===== config.mk =====
export PLATFORM = sky130hd
export DESIGN_NAME = tpsp_top
export DESIGN_NICKNAME = d
export VERILOG_FILES = /design/src/design/tpsp_pkg.sv /design/src/design/tpsp_sync.sv /design/src/design/tpsp_top.sv
export VERILOG_INCLUDE_DIRS = /design/src /design/src/design
export SDC_FILE = /design/constraint.sdc
export NUM_CORES = 1
export LEC_CHECK = 0
export BUFFER_PORTS_ARGS = -buffer_cell sky130_fd_sc_hd__buf_2
export CAP_MARGIN = 20
export CELL_PAD_IN_SITES_DETAIL_PLACEMENT = 1
export CELL_PAD_IN_SITES_GLOBAL_PLACEMENT = 1
export CORE_ASPECT_RATIO = 0.5
export CORE_UTILIZATION = 44
export CTS_CLUSTER_SIZE = 40
export DETAILED_ROUTE_END_ITERATION = 7
export PLACE_DENSITY_LB_ADDON = 0.1
export SLEW_MARGIN = 0
export SYNTH_ARGS = -nofsm -noshare
export SYNTH_HDL_FRONTEND = slang
export SYNTH_SLANG_ARGS = --single-unit

===== constraint.sdc =====
create_clock -name sys_clk -period 2.9 [get_ports sys_clk]
set_input_delay 0.145 -clock sys_clk [delete_from_list [all_inputs] [get_ports sys_clk]]
set_output_delay 0.145 -clock sys_clk [all_outputs]
set_load 0.01 [all_outputs]

===== src/design/tpsp_regs.svh =====
// Constants for the shared test pin and diagnostic probe block
// Behaviour
// - Flexible mode: mode-select low claims the scan pins
// - Scan pins stay claimed until logic reset
// - Logic reset returns scan pins to user I/O
// - Logic reset after five scan clocks, mode-select high
// - Dedicated mode: standard state machine, never user I/O
// - Scan clock drives probe and programming logic
// - Serial input shifts test and probe control data
// - Serial output returns shifted data while scanning
// - First probe shows any selected internal node
// - Two probes observe two separate nodes together
// - Probe pins serve as ordinary user I/O
// - One-time probe disable blocks all node routing
`ifndef TPSP_REGS_SVH
`define TPSP_REGS_SVH

// ==========================================================
// Pin indices in the shared scan pin vectors
`define TPSP_PIN_CLK     0
`define TPSP_PIN_DIN     1
`define TPSP_PIN_DOUT    2
`define TPSP_SHARED_N    3

// ==========================================================
// Instruction register
`define TPSP_IR_W        4
`define TPSP_IR_CAPTURE  4'h1
`define TPSP_INS_SAMPLE  4'h1
`define TPSP_INS_PSEL    4'h2
`define TPSP_INS_PLOCK   4'h3
`define TPSP_INS_BYPASS  4'hf

// ==========================================================
// Probe select layout
`define TPSP_SEL_W       4
`define TPSP_PSEL_W      9
`define TPSP_PSEL_RESET  9'h000

// ==========================================================
// Synchroniser width (scan clock, mode select, serial in,
// serial out pin, two probe pins)
`define TPSP_SYNC_N      6

`endif


===== src/design/tpsp_pkg.sv =====
// Types for the shared test pin and diagnostic probe block
`include "tpsp_regs.svh"

package tpsp_pkg;

	// ==========================================================
	// Boundary-scan controller states
	typedef enum logic [3:0] {
		TPSP_TLR        = 4'b0000,
		TPSP_RTI        = 4'b0001,
		TPSP_SEL_DR     = 4'b0010,
		TPSP_CAP_DR     = 4'b0011,
		TPSP_SHIFT_DR   = 4'b0100,
		TPSP_EXIT1_DR   = 4'b0101,
		TPSP_PAUSE_DR   = 4'b0110,
		TPSP_EXIT2_DR   = 4'b0111,
		TPSP_UPD_DR     = 4'b1000,
		TPSP_SEL_IR     = 4'b1001,
		TPSP_CAP_IR     = 4'b1010,
		TPSP_SHIFT_IR   = 4'b1011,
		TPSP_EXIT1_IR   = 4'b1100,
		TPSP_PAUSE_IR   = 4'b1101,
		TPSP_EXIT2_IR   = 4'b1110,
		TPSP_UPD_IR     = 4'b1111
	} tpsp_tap_t;

	// ==========================================================
	// Probe routing selection, loaded over the scan chain
	typedef struct packed {
		logic                   enable;
		logic [`TPSP_SEL_W-1:0] sel_second;
		logic [`TPSP_SEL_W-1:0] sel_first;
	} tpsp_psel_t;

	// ==========================================================
	// User drive of one two-way pin
	typedef struct packed {
		logic out;
		logic oe;
	} tpsp_drv_t;

endpackage


===== src/design/tpsp_sync.sv =====
// Two-flop synchroniser for pin inputs
`timescale 1ns/1ps
`default_nettype none

module tpsp_sync #(
	parameter int W = 1
) (
	// Clock and reset
	input  wire logic         sys_clk,
	input  wire logic         rst,
	input  wire logic         ce,
	// Data
	input  wire logic [W-1:0] d,
	output logic      [W-1:0] q
);

	logic [W-1:0] meta;

	// First stage feeds only the second stage
	always_ff @(posedge sys_clk or posedge rst) begin
		if (rst) begin
			meta <= '0;
			q    <= '0;
		end else if (ce) begin
			meta <= d;
			q    <= meta;
		end
	end

endmodule

`default_nettype wire


===== src/design/tpsp_top.sv =====
// Shared scan pin arbitration, scan controller and probe routing
`timescale 1ns/1ps
`default_nettype none
`include "tpsp_regs.svh"

module tpsp_top #(
	parameter int NODE_W = 16
) (
	// Clock, reset and freeze
	input  wire logic                      sys_clk,
	input  wire logic                      rst,
	input  wire logic                      ce,
	// Configuration levels
	input  wire logic                      dedicated_test_mode,
	input  wire logic                      probe_fuse_blown,
	// Mode-select pin (input only)
	input  wire logic                      mode_sel_pin,
	// Shared scan pins: clock, serial in, serial out
	input  wire logic [`TPSP_SHARED_N-1:0] shared_pin_in,
	output logic      [`TPSP_SHARED_N-1:0] shared_pin_out,
	output logic      [`TPSP_SHARED_N-1:0] shared_pin_oe,
	// User logic side of the shared pins
	input  wire tpsp_pkg::tpsp_drv_t [`TPSP_SHARED_N-1:0] user_shared_drv,
	output logic      [`TPSP_SHARED_N-1:0] user_shared_val,
	// Probe pins
	input  wire logic                      probe_out_first_in,
	output logic                           probe_out_first_out,
	output logic                           probe_out_first_oe,
	input  wire logic                      probe_out_second_in,
	output logic                           probe_out_second_out,
	output logic                           probe_out_second_oe,
	// User logic side of the probe pins
	input  wire tpsp_pkg::tpsp_drv_t       user_first_drv,
	input  wire tpsp_pkg::tpsp_drv_t       user_second_drv,
	output logic      [1:0]                user_probe_val,
	// Internal nodes open to observation
	input  wire logic [NODE_W-1:0]         node_in,
	// Status
	output logic                           scan_active,
	output logic                           scan_tick,
	output logic                           probe_locked,
	output tpsp_pkg::tpsp_tap_t            tap_state,
	output tpsp_pkg::tpsp_psel_t           probe_sel
);

	import tpsp_pkg::*;

	// ==========================================================
	// Pin synchronisers
	logic [`TPSP_SYNC_N-1:0] sync_q;
	logic                    s_tck;
	logic                    s_tms;
	logic                    s_tdi;
	logic                    tck_prev;
	logic                    tck_rise;
	logic                    tck_fall;

	tpsp_sync #(
		.W (`TPSP_SYNC_N)
	) u_sync (
		.sys_clk (sys_clk),
		.rst     (rst),
		.ce      (ce),
		.d       ({probe_out_second_in, probe_out_first_in, mode_sel_pin, shared_pin_in}),
		.q       (sync_q)
	);

	// Named views of the synchronised pins
	assign s_tck = sync_q[`TPSP_PIN_CLK];
	assign s_tdi = sync_q[`TPSP_PIN_DIN];
	assign s_tms = sync_q[`TPSP_SHARED_N];

	// Scan clock edge finder on the system clock
	always_ff @(posedge sys_clk or posedge rst) begin
		if (rst) begin
			tck_prev <= 1'b0;
		end else if (ce) begin
			tck_prev <= s_tck;
		end
	end

	// Edges count only while the pins are claimed for scan
	assign tck_rise = s_tck & ~tck_prev & scan_active;
	assign tck_fall = ~s_tck & tck_prev & scan_active;

	// ==========================================================
	// Pin role: scan or user I/O
	always_ff @(posedge sys_clk or posedge rst) begin
		if (rst) begin
			scan_active <= 1'b0;
		end else if (ce) begin
			if (dedicated_test_mode) begin
				scan_active <= 1'b1;
			end else if (!s_tms) begin
				scan_active <= 1'b1;
			end else if (tap_state == TPSP_TLR) begin
				scan_active <= 1'b0;
			end
			// Otherwise hold the claim until logic reset
		end
	end

	// ==========================================================
	// Boundary-scan controller
	tpsp_tap_t next_tap;

	// Standard transitions; five high mode-select clocks reach reset
	always_comb begin
		case (tap_state)
			TPSP_TLR:      next_tap = s_tms ? TPSP_TLR      : TPSP_RTI;
			TPSP_RTI:      next_tap = s_tms ? TPSP_SEL_DR   : TPSP_RTI;
			TPSP_SEL_DR:   next_tap = s_tms ? TPSP_SEL_IR   : TPSP_CAP_DR;
			TPSP_CAP_DR:   next_tap = s_tms ? TPSP_EXIT1_DR : TPSP_SHIFT_DR;
			TPSP_SHIFT_DR: next_tap = s_tms ? TPSP_EXIT1_DR : TPSP_SHIFT_DR;
			TPSP_EXIT1_DR: next_tap = s_tms ? TPSP_UPD_DR   : TPSP_PAUSE_DR;
			TPSP_PAUSE_DR: next_tap = s_tms ? TPSP_EXIT2_DR : TPSP_PAUSE_DR;
			TPSP_EXIT2_DR: next_tap = s_tms ? TPSP_UPD_DR   : TPSP_SHIFT_DR;
			TPSP_UPD_DR:   next_tap = s_tms ? TPSP_SEL_DR   : TPSP_RTI;
			TPSP_SEL_IR:   next_tap = s_tms ? TPSP_TLR      : TPSP_CAP_IR;
			TPSP_CAP_IR:   next_tap = s_tms ? TPSP_EXIT1_IR : TPSP_SHIFT_IR;
			TPSP_SHIFT_IR: next_tap = s_tms ? TPSP_EXIT1_IR : TPSP_SHIFT_IR;
			TPSP_EXIT1_IR: next_tap = s_tms ? TPSP_UPD_IR   : TPSP_PAUSE_IR;
			TPSP_PAUSE_IR: next_tap = s_tms ? TPSP_EXIT2_IR : TPSP_PAUSE_IR;
			TPSP_EXIT2_IR: next_tap = s_tms ? TPSP_UPD_IR   : TPSP_SHIFT_IR;
			TPSP_UPD_IR:   next_tap = s_tms ? TPSP_SEL_DR   : TPSP_RTI;
			default:       next_tap = TPSP_TLR;
		endcase
	end

	// Controller advances on each sampled scan clock rise
	always_ff @(posedge sys_clk or posedge rst) begin
		if (rst) begin
			tap_state <= TPSP_TLR;
		end else if (ce && tck_rise) begin
			tap_state <= next_tap;
		end
	end

	// Tick for probe and programming logic on each scan clock rise
	always_ff @(posedge sys_clk or posedge rst) begin
		if (rst) begin
			scan_tick <= 1'b0;
		end else if (ce) begin
			scan_tick <= tck_rise;
		end
	end

	// ==========================================================
	// Instruction register
	logic [`TPSP_IR_W-1:0] ir_sr;
	logic [`TPSP_IR_W-1:0] ir;

	// Capture, shift from serial in, update; logic reset picks bypass
	always_ff @(posedge sys_clk or posedge rst) begin
		if (rst) begin
			ir_sr <= `TPSP_IR_CAPTURE;
			ir    <= `TPSP_INS_BYPASS;
		end else if (ce && tck_rise) begin
			case (tap_state)
				TPSP_TLR:      ir    <= `TPSP_INS_BYPASS;
				TPSP_CAP_IR:   ir_sr <= `TPSP_IR_CAPTURE;
				TPSP_SHIFT_IR: ir_sr <= {s_tdi, ir_sr[`TPSP_IR_W-1:1]};
				TPSP_UPD_IR:   ir    <= ir_sr;
				default:       ir    <= ir;
			endcase
		end
	end

	// ==========================================================
	// Data registers: bypass/lock bit, node sample, probe select
	logic              one_sr;
	logic [NODE_W-1:0] bsr_sr;
	tpsp_psel_t        psel_sr;

	always_ff @(posedge sys_clk or posedge rst) begin
		if (rst) begin
			one_sr  <= 1'b0;
			bsr_sr  <= '0;
			psel_sr <= `TPSP_PSEL_RESET;
		end else if (ce && tck_rise) begin
			if (tap_state == TPSP_CAP_DR) begin
				one_sr  <= 1'b0;
				bsr_sr  <= node_in;
				psel_sr <= probe_sel;
			end else if (tap_state == TPSP_SHIFT_DR) begin
				// Serial in feeds test and probe control chains
				case (ir)
					`TPSP_INS_SAMPLE: bsr_sr  <= {s_tdi, bsr_sr[NODE_W-1:1]};
					`TPSP_INS_PSEL:   psel_sr <= {s_tdi, psel_sr[`TPSP_PSEL_W-1:1]};
					default:          one_sr  <= s_tdi;
				endcase
			end
		end
	end

	// ==========================================================
	// Probe selection and one-time disable
	logic lock_now;

	// The blown fuse acts at once; the flop keeps a scan-set lock
	assign lock_now = probe_locked | probe_fuse_blown;

	always_ff @(posedge sys_clk or posedge rst) begin
		if (rst) begin
			probe_locked <= 1'b0;
		end else if (ce) begin
			if (probe_fuse_blown) begin
				probe_locked <= 1'b1;
			end else if (tck_rise && tap_state == TPSP_UPD_DR
				&& ir == `TPSP_INS_PLOCK && one_sr) begin
				probe_locked <= 1'b1;
			end
		end
	end

	// Selection loads on update; once locked it is forced off
	always_ff @(posedge sys_clk or posedge rst) begin
		if (rst) begin
			probe_sel <= `TPSP_PSEL_RESET;
		end else if (ce) begin
			if (lock_now) begin
				probe_sel <= `TPSP_PSEL_RESET;
			end else if (tck_rise && tap_state == TPSP_UPD_DR
				&& ir == `TPSP_INS_PSEL) begin
				probe_sel <= psel_sr;
			end
		end
	end

	// ==========================================================
	// Serial output, changing on the scan clock fall
	logic tdo_q;
	logic tdo_en;

	always_ff @(posedge sys_clk or posedge rst) begin
		if (rst) begin
			tdo_q  <= 1'b0;
			tdo_en <= 1'b0;
		end else if (ce && tck_fall) begin
			tdo_en <= (tap_state == TPSP_SHIFT_IR) || (tap_state == TPSP_SHIFT_DR);
			if (tap_state == TPSP_SHIFT_IR) begin
				tdo_q <= ir_sr[0];
			end else if (tap_state == TPSP_SHIFT_DR) begin
				case (ir)
					`TPSP_INS_SAMPLE: tdo_q <= bsr_sr[0];
					`TPSP_INS_PSEL:   tdo_q <= psel_sr[0];
					default:          tdo_q <= one_sr;
				endcase
			end
		end
	end

	// ==========================================================
	// Shared pin drivers and user-side values
	always_ff @(posedge sys_clk or posedge rst) begin
		if (rst) begin
			shared_pin_out  <= '0;
			shared_pin_oe   <= '0;
			user_shared_val <= '0;
		end else if (ce) begin
			if (scan_active) begin
				// Clock and serial in listen; serial out drives while shifting
				shared_pin_out  <= '0;
				shared_pin_oe   <= '0;
				shared_pin_out[`TPSP_PIN_DOUT] <= tdo_q;
				shared_pin_oe[`TPSP_PIN_DOUT]  <= tdo_en;
				user_shared_val <= '0;
			end else begin
				for (int i = 0; i < `TPSP_SHARED_N; i++) begin
					shared_pin_out[i] <= user_shared_drv[i].out;
					shared_pin_oe[i]  <= user_shared_drv[i].oe;
				end
				user_shared_val <= sync_q[`TPSP_SHARED_N-1:0];
			end
		end
	end

	// ==========================================================
	// Probe pin drivers
	logic route_on;

	assign route_on = probe_sel.enable & ~lock_now;

	always_ff @(posedge sys_clk or posedge rst) begin
		if (rst) begin
			probe_out_first_out  <= 1'b0;
			probe_out_first_oe   <= 1'b0;
			probe_out_second_out <= 1'b0;
			probe_out_second_oe  <= 1'b0;
			user_probe_val       <= '0;
		end else if (ce) begin
			if (route_on) begin
				// Two independent selections observed at once
				probe_out_first_out  <= node_in[probe_sel.sel_first];
				probe_out_first_oe   <= 1'b1;
				probe_out_second_out <= node_in[probe_sel.sel_second];
				probe_out_second_oe  <= 1'b1;
				user_probe_val       <= '0;
			end else begin
				probe_out_first_out  <= user_first_drv.out;
				probe_out_first_oe   <= user_first_drv.oe;
				probe_out_second_out <= user_second_drv.out;
				probe_out_second_oe  <= user_second_drv.oe;
				user_probe_val       <= sync_q[`TPSP_SYNC_N-1:`TPSP_SYNC_N-2];
			end
		end
	end

endmodule

`default_nettype wire


# [Yosys cells after proc, flatten, opt, wreduce, memory -nomap -nowiden]
# Index checks and enable logic that the tools add are counted.
# W data, S select, Z words.
[totals] output_inout_bits=31 regBits=80 wordCells=133 in_bits=37
[classes] bitwise=9 eq_ne=20 n_reduce_logical=29 n_mux=46 magnitude_cmp=2
[ops] operator="$mux W16" n=3
[ops] operator="$pmux W4 S12" n=1
[ops] operator="$mux W9" n=5
[ops] operator="$eq A4 B4 Y1 const B" n=8
[ops] operator="$mux W1" n=19
[ops] operator="$eq A4 B2 Y1 const B" n=4
[ops] operator="$eq A4 B3 Y1 const B" n=4
[ops] operator="$mux W4" n=4
[ops] operator="$pmux W4 S2" n=2
[ops] operator="$reduce_bool A2 Y1" n=8
[ops] operator="$mux W3" n=5
[ops] operator="$reduce_and A2 Y1" n=6
[ops] operator="$lt A4 B5 Y1 const B" n=2
[ops] operator="$reduce_and A3 Y1" n=3
[ops] operator="$bmux W1 S4" n=2
[ops] operator="$eq A4 B1 Y1 const B" n=2
[ops] operator="$mux W2" n=4
[ops] operator="$logic_and A1 B1 Y1" n=6
[ops] operator="$reduce_or A2 Y1" n=3
[ops] operator="$and A1 B1 Y1" n=5
[ops] operator="$logic_not A4 Y1" n=1
[ops] operator="$ne A3 B3 Y1 const B" n=1
[ops] operator="$not A1 Y1" n=3
[ops] operator="$reduce_or A3 Y1" n=1
[ops] operator="4 further kinds" n=4

# [Depth between registers and ports, before layout]
[logic_depth] depth_word=8 mapped_depth=7

# [Modules after synthesis]
# A second synthesis with hierarchy kept.
[unflattened] hier_cells=376 hier_area_um2=4191.5
[by_module_without_submodules] mod="tpsp_top" n_inst=1 seq_area_each_um2=1707.9 area_per_inst_um2=3703.6 cells_per_inst=350
[by_module_without_submodules] mod="tpsp_sync" n_inst=1 seq_area_each_um2=300.3 area_per_inst_um2=488.0 cells_per_inst=26

# [Worst setup path after synthesis]
# OpenSTA, ideal clock, no wires.
[synth_path] path_kind="register to register" startpoint="register ir[1]" endpoint="register probe_sel[3] (netlist bit)" setup_slack_ns=1.117 n_path_buf=0 synth_period_minus_slack_ns=1.783 path_stages_with_launch=5 t_arrival_ns=1.664 cell_sequence="dfstp_2 or3b_4 o31ai_4 nand2_4 a21bo_2"
[synth_via] elab_chain_cells=4
[synth_lines] item="start, declared" line_no="tpsp_top.sv:151" rtl="logic [`TPSP_IR_W-1:0] ir;"
[synth_lines] item="start signal, assigned" line_no="tpsp_top.sv:157" rtl="ir <= `TPSP_INS_BYPASS;"
[synth_lines] item="start signal, assigned" line_no="tpsp_top.sv:160" rtl="TPSP_TLR: ir <= `TPSP_INS_BYPASS;"
[synth_lines] item="start signal, assigned" line_no="tpsp_top.sv:163" rtl="TPSP_UPD_IR: ir <= ir_sr;"
[synth_lines] item="$eq A4 B2 Y1"
[synth_lines] item="$logic_and A1 B1 Y1 (no source line)"
[synth_lines] item="$reduce_bool A2 Y1 (no source line)"
[synth_lines] item="$reduce_and A2 Y1 (no source line)"
[synth_lines] item="end signal, assigned" line_no="tpsp_top.sv:219" rtl="probe_sel <= `TPSP_PSEL_RESET;"
[synth_lines] item="end signal, assigned" line_no="tpsp_top.sv:222" rtl="probe_sel <= `TPSP_PSEL_RESET;"
[synth_lines] item="end signal, assigned" line_no="tpsp_top.sv:225" rtl="probe_sel <= psel_sr;"
[synth_lines] item="end, declared" line_no="tpsp_top.sv:43" rtl="output tpsp_pkg::tpsp_psel_t probe_sel"
# Every way passes these cells.
# A chain may end at the register's enable or synchronous reset.

# [Worst setup path in the final report]
[layout_path] startpoint="register tap_state[0]" endpoint="register bsr_sr[13]"
[layout_via] elab_chain_cells=3
[layout_lines] item="start, declared" line_no="tpsp_top.sv:42" rtl="output tpsp_pkg::tpsp_tap_t tap_state,"
[layout_lines] item="start signal, assigned" line_no="tpsp_top.sv:135" rtl="tap_state <= next_tap;"
[layout_lines] item="$eq A4 B2 Y1 / $eq A4 B3 Y1 (equally long branches)" line_no="tpsp_top.sv:181, tpsp_top.sv:185"
[layout_lines] item="$reduce_bool A2 Y1 (no source line)"
[layout_lines] item="$reduce_and A3 Y1 (no source line)"
[layout_lines] item="end signal, assigned" line_no="tpsp_top.sv:183" rtl="bsr_sr <= node_in;"
[layout_lines] item="end signal, assigned" line_no="tpsp_top.sv:188" rtl="`TPSP_INS_SAMPLE: bsr_sr <= {s_tdi, bsr_sr[NODE_W-1:1]};"
[layout_lines] item="end, declared" line_no="tpsp_top.sv:172" rtl="logic [NODE_W-1:0] bsr_sr;"
# Several ways; a longest one is shown, not always the timed one.

==> summary.md <==
| Metric | Value |
|---|---|
| Status | `finished, final reports clean` |
| FP Rows | `24` |
| CTS clk-pin slew, worst paths | `approximately 60 ps` |
| # resized after CTS | `0` |
| Core Footprint | `8830 sq um` |
| Async SR Flop Fraction | `1.00` |
| RD Place Congestion | `0.849` |
| Placed Area | `4470 sq um` |
| Area of the multi-input gates | `approximately 1800 sq um` |
| Final Cycle Share | `0.848` |
| R2R setup slack | `between 400 and 500 ps` |
| All-Layer GR Usage | `0.236` |
| Sequential share of power | `0.433` |
| Most frequent cells in the layout | `dfrtp_1 (75), buf_2 (67), nand2_1 (43)` |
| Detailed Place HPWL | `approximately 7300 um` |
| Post-synthesis register bit count | `80` |
| Clk Latency, worst-skew pair | `between 300 and 400 ps` |
| Fin crit period | `roughly 2500 ps` |
| Max Fclk | `between 0.4 and 0.5 GHz` |
| VDD IR max | `about 0.00032 V` |
| Final nets | `~480` |
| Sequential share of the synthesized area | `0.496` |
| Via count | `3132` |
| Port buffer count | `67` |
| N_diodes | `0` |
| Post-CTS Setup Bufs | `0` |
| Vias/cell | `between 5 and 6` |
| RSZ-0062 raised after global routing | `no` |
| CP Launch Type | `register` |
| Root Driver | `clkbuf_16` |
| Most common cell after layout, fill and taps aside | `dfrtp_1` |
| Comb power frac | `0.249` |
| TritonCTS clock tree | `done` |
| Final setup fails | `0` |
| Clock Path Buffers | `2` |
| Gr ovfl total | `0` |
| Least-Margin Pin Slew | `approximately 880 ps` |
| Part of the power in the clock network | `0.317` |
| Fraction of layout cells with a size suffix above 1 | `0.327` |
| Residual DRC | `0` |
| Int Power | `0.00258 W` |
| Switching power | `between 0.001 and 0.0015 W` |
| Worst Skew | `~5.5 ps` |
| Max cap viols | `0` |
| Wire length per cell | `between 15 and 20 um` |
| Initial core utilization | `0.459` |
| Die area | `between 9000 and 10000 sq um` |
| Min-delay worst type | `in -> reg` |
| First-pass DRT Iterations | `4` |
| Min-Delay Path Depth | `3` |
| # fillers | `970` |
| Endpoint class of the critical path | `register` |
| Yosys warns | `0` |
| Slew Limit Headroom | `0.416` |
| CTS H-Tree Depth | `3` |
| Hold wc startpoint | `user_shared_drv[1]` |
| Mean post-synth cell area | `10.7 sq um` |
| Vias in the first global route | `between 3k and 4k` |
| Fin Setup TNS | `0 ps` |
| Initial antenna violation count | `0` |
| Final WL | `10300 um` |
| Synthesized area | `4050 sq um` |
| Antenna Nets Post-Route | `0` |
| Top_reg_cell synth | `dfrtp_1` |
| Area added between synthesis and finish | `19.3%` |
| First-pass GRT wire length | `approximately 17000 um` |
| CTS Buf Count | `9` |
| Die height | `between 60 and 70 um` |
| Crit path DAT | `2630 ps` |
| Setup CP Type | `reg -> reg` |
| PwrDens | `approximately 800 nW/um^2` |
| Synth Net Count | `417` |
| Sw Ratio | `0.331` |
| Final Hold Fails | `0` |
| Worst reg2reg path depth | `5` |
| Yosys cell types | `45` |
| Cells after synthesis | `380` |
| Die width | `around 140 um` |
| Number of I/O pins | `~70` |
| Clock Sink Count | `80` |
| Cell leakage power | `roughly 2.2 nW` |
| CP required | `roughly 3100 ps` |
| Worst-path maximum fanout | `32` |
| Design area | `between 4000 and 5000 sq um` |
| R2r startpoint | `tap_state[0]$_DFFE_PP0P_` |
| Largest net degree at the start of global routing | `between 80 and 90` |
| Pins Over Slew Limit | `0` |
| R2r endpoint | `bsr_sr[13]$_DFFE_PP0P_` |
| DRT iter0 DRCs | `roughly 170` |
| FF+latch area | `around 2000 sq um` |
| WHS Endpoint | `shared_pin_out[0]$_DFFE_PP0P_` |
| Number of enable flip-flop cells after synthesis | `0` |
[power by group through the flow]
stage	clock [W]	combinational, W	sequential (W)
2_1_floorplan	0	0.000773	0.00155
3_3_place_gp	0	0.000907	0.00166
3_5_place_dp	0	0.000957	0.00169
4_1_cts	0.00126	0.000967	0.00167
5_1_grt	0.00129	0.00108	0.00172
6_report	0.00123	0.000963	0.00168
[final cells by class]
| class | instances | area share |
|---|---|---|
| sequential | 80 | 0.416 |
| multi-input combinational | 252 | 0.381 |
| timing repair buffer | 76 | 0.0881 |
| clock buffer | 11 | 0.0502 |
| tap | 117 | 0.0303 |
| inverter | 23 | 0.0179 |
| clock inverter | 5 | 0.0166 |
[sequential cells by signal, indices dropped and copies added, names as in the netlist]
name and flops:
u_sync.q 6, probe_out_second_out 1, probe_out_first_oe 1, probe_out_second_oe 1, psel_sr 9, scan_active 1, tap_state 4, tdo_q 1
shared_pin_oe 3, bsr_sr 16, probe_sel 9, shared_pin_out 3, ir_sr 4, user_shared_val 3, scan_tick 1, ir 4
u_sync.meta 6, tdo_en 1, tck_prev 1, one_sr 1, probe_out_first_out 1, probe_locked 1, user_probe_val 2
[worst max-delay path by stage]
stage	startpoint	endpoint	slack, ps	cells past startpoint
after detailed placement	tap_state[0]$_DFFE_PP0P_	bsr_sr[15]$_DFFE_PP0P_	490	5
after global placement	tap_state[0]$_DFFE_PP0P_	bsr_sr[15]$_DFFE_PP0P_	710	5
after CTS	tap_state[0]$_DFFE_PP0P_	bsr_sr[14]$_DFFE_PP0P_	500	5
final	tap_state[0]$_DFFE_PP0P_	bsr_sr[13]$_DFFE_PP0P_	440	5
after floorplan	rst	bsr_sr[0]$_DFFE_PP0P_	710	1
after global routing	tap_state[0]$_DFFE_PP0P_	bsr_sr[14]$_DFFE_PP0P_	230	5
[cell families (layout without fill, tap and decap cells)]
kind of cell / Yosys count / in the layout / share of synthesized area
flops: 80 / 80 / 0.496
buf+inv: 48 / 115 / 0.0491
xor+xnor: 1 / 1 / 0.00216
compound gates: 87 / 87 / 0.140
simple gates: 102 / 102 / 0.126
mux: 62 / 62 / 0.187
[routing by layer]
layer	global-route usage	wire, um
met2	0.382	4910
met1	0.309	4860
met4	0.0647	93
met5	0	0
met3	0.0643	389
[critical path, stage by stage (launching register included)]
cell	delay, ps
dfrtp_1	720
nand2_1	260
or2_2	380
a211o_1	600
nand2_1	200
o21ai_0	120
[synth_stat cells, types with 2 or more instances]
library cell,count,area [sq um]
mux4_2,8,180
clkbuf_1,11,41.3
nor2b_1,6,37.5
o21ai_1,6,30.0
a211o_1,3,26.3
nor2_1,17,63.8
a21oi_1,16,80.1
mux2i_1,26,260
nand2_1,43,161
buf_2,12,60.1
nand4_1,7,43.8
inv_1,23,86.3
mux2_2,28,315
dfstp_2,5,131
nand2b_1,3,18.8
o21ai_0,30,150
o22ai_1,5,31.3
a21o_1,2,15.0
nand4b_1,2,17.5
a31oi_1,4,25.0
nand2_4,2,22.5
nor3_1,4,20.0
nand3_1,7,35.0
o22a_1,6,52.6
a21bo_2,4,40.0
o31ai_4,2,42.5
and3_1,4,25.0
dfrtp_1,75,1880
o31ai_1,2,15.0
or2_2,2,12.5
[what timing repair did]
action / 4_1_cts / 5_1_grt
endpoints found under the setup margin: 0 / 0
hold buffers: 0 / 1
hold endpoints to repair: 0 / 8
[per-stage QoR]
step,hold slack [ps],power [W],setup WS (ps),utilization,instances
floorplan,262,0.00232,712,-,380
global placement,354,0.00257,713,0.506,546
detailed placement,363,0.00265,490,0.506,546
CTS,8.76,0.00390,503,0.543,562
global route,27.7,0.00409,233,0.547,564
finish,16.7,0.00387,440,0.547,564
No activity file was read; power rests on OpenSTA's default activity.
